--- config.mk ---
export PLATFORM = sky130hd
export DESIGN_NAME = pcdp_loader
export DESIGN_NICKNAME = d
export VERILOG_FILES = /design/src/rtl/pcdp_pkg.sv /design/src/rtl/pcdp_loader.sv
export VERILOG_INCLUDE_DIRS = /design/src /design/src/rtl
export SDC_FILE = /design/constraint.sdc
export NUM_CORES = 1
export LEC_CHECK = 0
export ABC_AREA = 1
export BUFFER_PORTS_ARGS = -buffer_cell sky130_fd_sc_hd__buf_2
export CAP_MARGIN = 30
export CORE_ASPECT_RATIO = 1.4
export CORE_UTILIZATION = 30
export CTS_CLUSTER_DIAMETER = 40
export CTS_CLUSTER_SIZE = 8
export DETAILED_ROUTE_END_ITERATION = 16
export PLACE_DENSITY = 0.49
export SLEW_MARGIN = 20
export SYNTH_ARGS = -nofsm -noshare
export SYNTH_HDL_FRONTEND = slang
export SYNTH_SLANG_ARGS = --single-unit
--- constraint.sdc ---
create_clock -name mclk -period 10.4 [get_ports mclk]
set_input_delay 0.52 -clock mclk [delete_from_list [all_inputs] [get_ports mclk]]
set_output_delay 0.52 -clock mclk [all_outputs]
set_load 0.01 [all_outputs]
--- src/rtl/pcdp_params.svh ---
// Offsets, field positions, reset values and timing of the loader.
`ifndef PCDP_PARAMS_SVH
`define PCDP_PARAMS_SVH
`define PCDP_CTRL_OFF 8'h00
`define PCDP_IMAGE_OFF 8'h04
`define PCDP_KEY_OFF 8'h08
`define PCDP_STATUS_OFF 8'h0c
`define PCDP_COUNT_OFF 8'h10
`define PCDP_SUM_OFF 8'h14
`define PCDP_CTRL_WIDTH_LSB 0
`define PCDP_CTRL_DECOMP_BIT 2
`define PCDP_CTRL_SECURE_BIT 3
`define PCDP_CTRL_INITEN_BIT 4
`define PCDP_CTRL_RESET 32'h0000_0002
`define PCDP_IMAGE_RESET 32'h0000_0010
`define PCDP_POR_DELAY_NS 100000
`define PCDP_CLK_MHZ 100
`endif

--- src/rtl/pcdp_pkg.sv ---
// Types shared by the parallel configuration loader.
package pcdp_pkg;
    typedef enum logic [2:0] {
        PCDP_POR, PCDP_HOLD, PCDP_LOAD, PCDP_INIT, PCDP_USER
    } pcdp_state_t;
    typedef enum logic [1:0] {PCDP_W8, PCDP_W16, PCDP_W32} pcdp_width_t;
endpackage

--- src/rtl/pcdp_loader.sv ---
// Parallel configuration data port with an APB register slave.
//
// Contract
// - Ratio follows bus width, decompression, security.
// - Extra clock cycles decrypt and decompress data; here they only step the phase, and no data is decompressed.
// - User mode: request, health, completion high.
// - Request low starts a new configuration.
// - Health held low through power-on delay.
// - Completion low at power-up and loading.
// - Completion rises only after all data.
// - Two falling edges after completion enter user.
// - Clock ignored after configuration completes.
// - Enabled init output low until initialization.
//
// Added by the designer: the APB register port and the address map.
`timescale 1ns/1ps
`include "pcdp_params.svh"
module pcdp_loader
    import pcdp_pkg::*;
#(
    parameter int POR_CYCLES =
        `PCDP_POR_DELAY_NS * `PCDP_CLK_MHZ / 1000
)
(
    input wire logic mclk,
    input wire logic rstn,
    input wire logic psel,
    input wire logic penable,
    input wire logic pwrite,
    input wire logic [7:0] paddr,
    input wire logic [31:0] pwdata,
    output logic [31:0] prdata,
    output logic pready,
    output logic pslverr,
    input wire logic reconfig_request_n,
    input wire logic cfg_clock,
    input wire logic [31:0] cfg_data,
    output logic cfg_health_n,
    output logic load_complete_flag,
    output logic init_done
);

////////////////////////////////////////////////////////////////////////
// Reset release and pin synchronisers.

logic rst_q1; // First stage of the reset release.
logic srstn; // Reset copy used by all other logic.
logic [33:0] pin_s1; // First sync stage, read only by pin_s2.
logic [33:0] pin_s2; // Second sync stage.
logic clk_d; // Delayed synced clock for edge finding.

// Reset asserts at once and releases two edges later.
always_ff @(posedge mclk or negedge rstn)
begin
    if (!rstn)
    begin
        rst_q1 <= 1'b0;
        srstn <= 1'b0;
    end
    else
    begin
        rst_q1 <= 1'b1;
        srstn <= rst_q1;
    end
end

// Host pins pass two flops; data and clock share one latency.
always_ff @(posedge mclk or negedge srstn)
begin
    if (!srstn)
    begin
        pin_s1 <= 34'h2_0000_0000; // Idle: request high, clock low.
        pin_s2 <= 34'h2_0000_0000; // No false edge after reset.
        clk_d <= 1'b0;
    end
    else
    begin
        pin_s1 <= {reconfig_request_n, cfg_clock, cfg_data};
        pin_s2 <= pin_s1;
        clk_d <= pin_s2[32];
    end
end

logic req_n; // Synced reconfiguration request, active low.
logic cfg_rise; // One-cycle pulse on a rising link clock edge.
logic cfg_fall; // One-cycle pulse on a falling link clock edge.
assign req_n = pin_s2[33];
assign cfg_rise = pin_s2[32] & ~clk_d;
assign cfg_fall = ~pin_s2[32] & clk_d;

////////////////////////////////////////////////////////////////////////
// Loader state.

pcdp_state_t state, next_state; // Sequencer state.
logic [31:0] por_cnt, next_por_cnt; // Power-on delay counter.
logic [2:0] phase, next_phase; // Link clock within one word.
logic [31:0] word, next_word; // Word captured at phase zero.
logic [31:0] word_cnt, next_word_cnt; // Words fully processed.
logic [31:0] sum, next_sum; // Running sum of decrypted words.
logic fall_cnt, next_fall_cnt; // Falling edges seen in init.
logic [31:0] ctrl, next_ctrl, image, key; // Software registers.
logic [3:0] ratio; // Link clocks per data word.
logic [31:0] cur; // Word being worked on this edge.
logic last; // This edge ends the word.

// Link clocks per word for the width and enables in force.
function automatic logic [3:0] ratio_of(logic [1:0] w, logic dc,
                                        logic sec);
    logic [3:0] r;
    r = 4'h1;
    case (pcdp_width_t'(w))
        PCDP_W8: r = dc ? 4'h2 : 4'h1;
        PCDP_W16: r = dc ? 4'h4 : (sec ? 4'h2 : 4'h1);
        PCDP_W32: r = dc ? 4'h8 : (sec ? 4'h4 : 4'h1);
        default: r = dc ? 4'h8 : (sec ? 4'h4 : 4'h1);
    endcase
    return r;
endfunction

// Data lanes above the chosen width are not part of the image.
function automatic logic [31:0] lane_mask(logic [1:0] w);
    case (pcdp_width_t'(w))
        PCDP_W8: return 32'h0000_00ff;
        PCDP_W16: return 32'h0000_ffff;
        default: return 32'hffff_ffff;
    endcase
endfunction

assign ratio = ratio_of(ctrl[`PCDP_CTRL_WIDTH_LSB+:2],
                        ctrl[`PCDP_CTRL_DECOMP_BIT],
                        ctrl[`PCDP_CTRL_SECURE_BIT]);
assign cur = (phase == 3'h0)
           ? (pin_s2[31:0] & lane_mask(ctrl[`PCDP_CTRL_WIDTH_LSB+:2]))
           : word;
assign last = ({1'b0, phase} == ratio - 4'h1);

// Next-state logic for the sequencer and the data path.
always_comb
begin
    next_state = state;
    next_por_cnt = por_cnt;
    next_phase = phase;
    next_word = word;
    next_word_cnt = word_cnt;
    next_sum = sum;
    next_fall_cnt = fall_cnt;
    case (state)
        PCDP_POR:
        begin
            // Health stays low for the whole power-on delay.
            next_por_cnt = por_cnt + 32'h1;
            if (por_cnt == 32'(POR_CYCLES - 1))
                next_state = PCDP_HOLD;
        end
        PCDP_HOLD:
        begin
            // Wait until the host lets go of the request.
            next_phase = 3'h0;
            next_word_cnt = 32'h0;
            next_sum = 32'h0;
            next_fall_cnt = 1'b0;
            if (req_n)
                next_state = PCDP_LOAD;
        end
        PCDP_LOAD:
        begin
            if (cfg_rise)
            begin
                // Phase zero takes the word; the last edge adds it to sum, XORed with key if secure.
                next_word = cur;
                next_phase = last ? 3'h0 : phase + 3'h1;
                if (last)
                begin
                    next_sum = sum + (ctrl[`PCDP_CTRL_SECURE_BIT]
                                      ? (cur ^ key) : cur);
                    next_word_cnt = word_cnt + 32'h1;
                    if (word_cnt + 32'h1 == image)
                        next_state = PCDP_INIT;
                end
            end
        end
        PCDP_INIT:
        begin
            // Two falling edges finish initialisation.
            if (cfg_fall)
            begin
                next_fall_cnt = 1'b1;
                if (fall_cnt)
                    next_state = PCDP_USER;
            end
        end
        // The link clock is not looked at in user mode.
        PCDP_USER: next_state = PCDP_USER;
        default: next_state = PCDP_HOLD;
    endcase
    // A low request restarts from any state after the delay.
    if (!req_n && state != PCDP_POR)
        next_state = PCDP_HOLD;
end

// Registers for the sequencer and the pins it drives.
always_ff @(posedge mclk or negedge srstn)
begin
    if (!srstn)
    begin
        state <= PCDP_POR;
        por_cnt <= 32'h0;
        phase <= 3'h0;
        word <= 32'h0;
        word_cnt <= 32'h0;
        sum <= 32'h0;
        fall_cnt <= 1'b0;
        cfg_health_n <= 1'b0;
        load_complete_flag <= 1'b0;
        init_done <= 1'b0;
    end
    else
    begin
        state <= next_state;
        por_cnt <= next_por_cnt;
        phase <= next_phase;
        word <= next_word;
        word_cnt <= next_word_cnt;
        sum <= next_sum;
        fall_cnt <= next_fall_cnt;
        // Pins follow the state they will stand beside.
        cfg_health_n <= (next_state != PCDP_POR)
                     && (next_state != PCDP_HOLD);
        load_complete_flag <= (next_state == PCDP_INIT)
                           || (next_state == PCDP_USER);
        // Next control value, so enabling the output drops it at once.
        init_done <= !next_ctrl[`PCDP_CTRL_INITEN_BIT]
                  || (next_state == PCDP_USER);
    end
end

////////////////////////////////////////////////////////////////////////
// APB slave: one wait state, then a registered answer.

logic [31:0] next_image, next_key, next_prdata;
logic next_pready, next_pslverr;
logic hit; // Address names a register.

// Register decode and read mux.
always_comb
begin
    next_ctrl = ctrl;
    next_image = image;
    next_key = key;
    next_prdata = prdata;
    next_pready = 1'b0;
    next_pslverr = 1'b0;
    hit = 1'b1;
    case (paddr)
        `PCDP_CTRL_OFF: next_prdata = ctrl;
        `PCDP_IMAGE_OFF: next_prdata = image;
        `PCDP_KEY_OFF: next_prdata = key;
        `PCDP_STATUS_OFF: next_prdata = {20'h0, ratio, phase,
            load_complete_flag, cfg_health_n, state};
        `PCDP_COUNT_OFF: next_prdata = word_cnt;
        `PCDP_SUM_OFF: next_prdata = sum;
        default:
        begin
            next_prdata = 32'h0;
            hit = 1'b0;
        end
    endcase
    if (psel && penable && !pready)
    begin
        next_pready = 1'b1;
        next_pslverr = !hit;
    end
    // Writes land at the edge where pready is seen high.
    if (psel && penable && pready && pwrite)
    begin
        case (paddr)
            `PCDP_CTRL_OFF: next_ctrl = {27'h0, pwdata[4:0]};
            `PCDP_IMAGE_OFF: next_image = pwdata;
            `PCDP_KEY_OFF: next_key = pwdata;
            default: next_key = key; // Other offsets are not writable.
        endcase
    end
end

// Register the bus answer and the software registers.
always_ff @(posedge mclk or negedge srstn)
begin
    if (!srstn)
    begin
        ctrl <= `PCDP_CTRL_RESET;
        image <= `PCDP_IMAGE_RESET;
        key <= 32'h0;
        prdata <= 32'h0;
        pready <= 1'b0;
        pslverr <= 1'b0;
    end
    else
    begin
        ctrl <= next_ctrl;
        image <= next_image;
        key <= next_key;
        prdata <= next_prdata;
        pready <= next_pready;
        pslverr <= next_pslverr;
    end
end

////////////////////////////////////////////////////////////////////////
// Checks.
chk_health_por: assert property (@(posedge mclk) disable iff (!srstn)
    state == PCDP_POR |=> !cfg_health_n || state != PCDP_POR)
    else $error("health released during power-on delay");
chk_user_levels: assert property (@(posedge mclk) disable iff (!srstn)
    state == PCDP_USER |-> cfg_health_n && load_complete_flag)
    else $error("user mode pins not high");
chk_done_low: assert property (@(posedge mclk) disable iff (!srstn)
    state == PCDP_LOAD |-> !load_complete_flag)
    else $error("completion high while loading");
chk_done_count: assert property (@(posedge mclk) disable iff (!srstn)
    $rose(load_complete_flag) |-> word_cnt == image)
    else $error("completion before all words");
chk_reconf_start: assert property (@(posedge mclk) disable iff (!srstn)
    !req_n && state == PCDP_USER |=> state == PCDP_HOLD
    ##1 !cfg_health_n)
    else $error("request low did not restart");
chk_init_edges: assert property (@(posedge mclk) disable iff (!srstn)
    state == PCDP_INIT && fall_cnt && cfg_fall && req_n
    |=> state == PCDP_USER)
    else $error("second falling edge missed");
chk_clk_ignore: assert property (@(posedge mclk) disable iff (!srstn)
    state == PCDP_USER && req_n |=> $stable(word_cnt))
    else $error("link clock acted on after completion");
chk_init_pin: assert property (@(posedge mclk) disable iff (!srstn)
    ctrl[`PCDP_CTRL_INITEN_BIT] && state != PCDP_USER
    |-> !init_done)
    else $error("init output high too early");
chk_ratio_step: assert property (@(posedge mclk) disable iff (!srstn)
    state == PCDP_LOAD && cfg_rise && !last && req_n
    |=> $stable(word_cnt) && phase == $past(phase) + 3'h1)
    else $error("word counted before ratio reached");
endmodule

==> impl_metrics.tcl <==
set metrics [dict create \
    portBuffers 115 \
    pin_count 116 \
    postSynthAreaPerCell_um2 8.21 \
    fp.dieW_um 197 \
    unrepaired_setup_endpoints_after_global_routing "false" \
    chipHeight_um 275 \
    viasPerCell 4.81 \
    overflow 0 \
    power_density_nw_per_um2 181 \
    post_drt_wl_per_cell_um 17.9 \
    syn-num-nets 2055 \
    grt_util_all_layers_pct 19.0 \
    mostFrequentLayoutCell "sky130_fd_sc_hd__nand2_1" \
    tightestPinTransition_ns 1.01 \
    arrival_ns 4.73 \
    tritoncts "done" \
    place_congestion 0.903 \
    preCtsSetupSlack_ns 6.13 \
    kind_of_cell_adding_the_most_delay_to_the_critical_path "simple AND/OR/NAND/NOR gates" \
    postSynth.topFlopCell "sky130_fd_sc_hd__dfrtp_1" \
    clock_tree.htree_level_count 2 \
    vias 13576 \
    fin_crit_sh_pct 40.7 \
    critical_path.cell_chain "inv_2, nand2_1, nor2_1, a21oi_1, ha_1, xor2_1, o21ai_0, a21oi_1, and2_4, nand2_4, inv_2, nor2_4, inv_4, o21ai_0" \
    clkLatencyLatePin_ns 0.59 \
    synth-async-reset-ratio_pct 100 \
    timing.critical_path.from_type "flop" \
    drc 0 \
    totalWireLength_um 50500 \
    setup.worst_path.end_class "flop" \
    cp_max_fo 51 \
    cellLeakagePower_nw 8.80 \
    ys_warn_count 0 \
    floorplan.core_area_um2 52300 \
    cts_inserted_buffers 52 \
    clkSlewWorstSetupHoldPaths_ns 0.05 \
    final_hold_viol_count 0 \
    finalCoreUtilization_pct 36.4 \
    mostFrequentLayoutCells "sky130_fd_sc_hd__nand2_1, sky130_fd_sc_hd__dfrtp_1, sky130_fd_sc_hd__inv_1, sky130_fd_sc_hd__o21ai_0, sky130_fd_sc_hd__nor2_1" \
    critPathSlowestCell "sky130_fd_sc_hd__dfstp_2" \
    post_synthesis_instance_area_um2 15900 \
    n_antenna_cell 0 \
    cts_root_buffer "sky130_fd_sc_hd__clkbuf_16" \
    dpl.hpwl_um 37900 \
    rows 99 \
    postRouteAntennaNets 0 \
    layout-drive-gt1-share_pct 12.0 \
    global_route_wire_length_before_repair_um 78600 \
    cts_max_path_buffers 3 \
    hp-class "in2reg" \
    timing.critical_path.required_ns 10.89 \
    fin_worst_hold_slack_ns 0.0456 \
    via_count_of_the_first_global_routing_pass 13795 \
    cts.hold.buffers_added 14 \
    report.final.setup_viol 0 \
    critPathKind "reg2reg" \
    post_cts_resize_count 0 \
    final.setup.tns_ns 0 \
    drv_slew 0 \
    grt_start_max_net_pins 130 \
    die-area_um2 54000 \
    outcome "finished, final reports clean" \
    drv_cap 0 \
    power.ir.vdd_worst_mv 0.126 \
    max_clock_freq_mhz 236 \
    drtIter0Drc 900 \
    cts_post_setup_buffers_inserted 0 \
    max_stage_delay_ns 0.85 \
    worst_slack_ns 6.17 \
    crit_buf_inv 3 \
    synth.distinct_cells 59 \
    nets 2194 \
    firstDrtPassIters 7 \
    synth-edff-count 0 \
    ys_seq_area_share_pct 49.1 \
    cts_sinks 312 \
    floorplan.initialDensity_pct 30.5 \
    antenna_found_initial 0 \
    syn_inst 1939 \
    ys_ff_latch 312 \
    placed_cells 2717 \
    finish.cell_count_without_fillers 2820 \
    timing.max_slew.rel_slack_pct 32.4 \
    areaGrowthSynthToFinish_pct 19.4 \
    timing.clock.skew_ns 0.0217 \
    fin_crit_ns 4.23 \
]
-- where the power goes --
part / internal (W) / total (W) / switching [W] / leakage, nW
clock: 0.00103 / 0.00162 / 0.000596 / 0.783
combinational: 0.000136 / 0.000419 / 0.000283 / 3.89
sequential: 0.00133 / 0.00140 / 0.0000729 / 4.13
total: 0.00250 / 0.00345 / 0.000953 / 8.80
-- worst reg2reg max path: stages, from the launching register on --
cell,delay [ns]
sky130_fd_sc_hd__dfstp_2,0.85
sky130_fd_sc_hd__inv_2,0.12
sky130_fd_sc_hd__nand2_1,0.12
sky130_fd_sc_hd__nor2_1,0.06
sky130_fd_sc_hd__a21oi_1,0.18
sky130_fd_sc_hd__ha_1,0.27
sky130_fd_sc_hd__xor2_1,0.14
sky130_fd_sc_hd__o21ai_0,0.08
sky130_fd_sc_hd__a21oi_1,0.07
sky130_fd_sc_hd__and2_4,0.16
sky130_fd_sc_hd__nand2_4,0.52
sky130_fd_sc_hd__inv_2,0.40
sky130_fd_sc_hd__nor2_4,0.52
sky130_fd_sc_hd__inv_4,0.38
sky130_fd_sc_hd__o21ai_0,0.29
-- registers in the layout (all words and copies together), names as in the netlist, 3 cells and up --
register,count
ctrl,5
image,32
key,32
phase,3
pin_s1,34
pin_s2,34
por_cnt,32
prdata,32
state,3
sum,32
word,32
word_cnt,32
-- stage by stage --
stage                     total power [W]  cell area (um^2)
after floorplan                   0.00171             15900
after global placement            0.00183             17200
after detailed placement          0.00184             17300
after CTS                         0.00350             19000
after global routing              0.00361             19000
final                             0.00345             19000
-- synth_stat cells (all sizes together) (6+ instances only) --
| master | count | area share (%) |
|---|---|---|
| a21oi | 65 | 2.0 |
| a221oi | 10 | 0.55 |
| a31oi | 12 | 0.47 |
| buf | 19 | 0.73 |
| clkbuf | 38 | 0.90 |
| dfrtp | 308 | 48 |
| ha | 36 | 2.8 |
| inv | 250 | 5.9 |
| nand2 | 530 | 13 |
| nand3 | 92 | 3.1 |
| nand3b | 6 | 0.28 |
| nand4 | 11 | 0.43 |
| nor2 | 138 | 3.7 |
| nor3 | 25 | 1.0 |
| nor4 | 12 | 0.64 |
| o2111ai | 10 | 0.55 |
| o211ai | 6 | 0.28 |
| o21ai | 198 | 6.2 |
| o22ai | 51 | 2.0 |
| xnor2 | 20 | 1.1 |
| xor2 | 64 | 3.5 |
-- metal layers --
metal	GRT usage (%)	routed length, um	vias up
met4	9.20	2370	0
met3	2.81	2160	110
met2	32.4	24600	365
met1	23.3	21400	6492
li1	-	-	6609
met5	0	0	-
-- worst paths after layout --
kind | startpoint | to | slack (ns) | depth (start not counted)
worst max register to register | ctrl[1] | sum[0] | 6.17 | 14
min in group asynchronous | rstn | rst_q1 | 0.25 | 2
worst min-delay path | cfg_data[0] | pin_s1[0] | 0.05 | 1
max in group asynchronous | srstn | sum[25] | 7.94 | 3
worst min register to register | pin_s1[18] | pin_s2[18] | 0.34 | 0
worst max-delay path | ctrl[1] | sum[0] | 6.17 | 14
-- kinds of logic (layout without fill, tap and decap cells) --
logic type / Yosys count / in the layout / share of synthesized area (%)
compound gates: 375 / 375 / 13.4
buf+inv: 309 / 483 / 7.58
flops: 312 / 312 / 49.1
other cells: 1 / 1 / 0.0235
fa+ha+maj: 37 / 37 / 2.95
xor+xnor: 87 / 87 / 5.04
simple gates: 818 / 818 / 21.9
-- cell type report --
| cell class | count | area [um^2] |
|---|---|---|
| Timing Repair Buffer | 142 | 838 |
| Tap cell | 707 | 885 |
| Inverter | 252 | 948 |
| Multi-Input combinational cell | 1318 | 6910 |
| Sequential cell | 312 | 7820 |
| Clock buffer | 76 | 1440 |
| Clock inverter | 13 | 183 |
| Fill cell | 5484 | 33200 |
(Power assumes the default switching activity.)
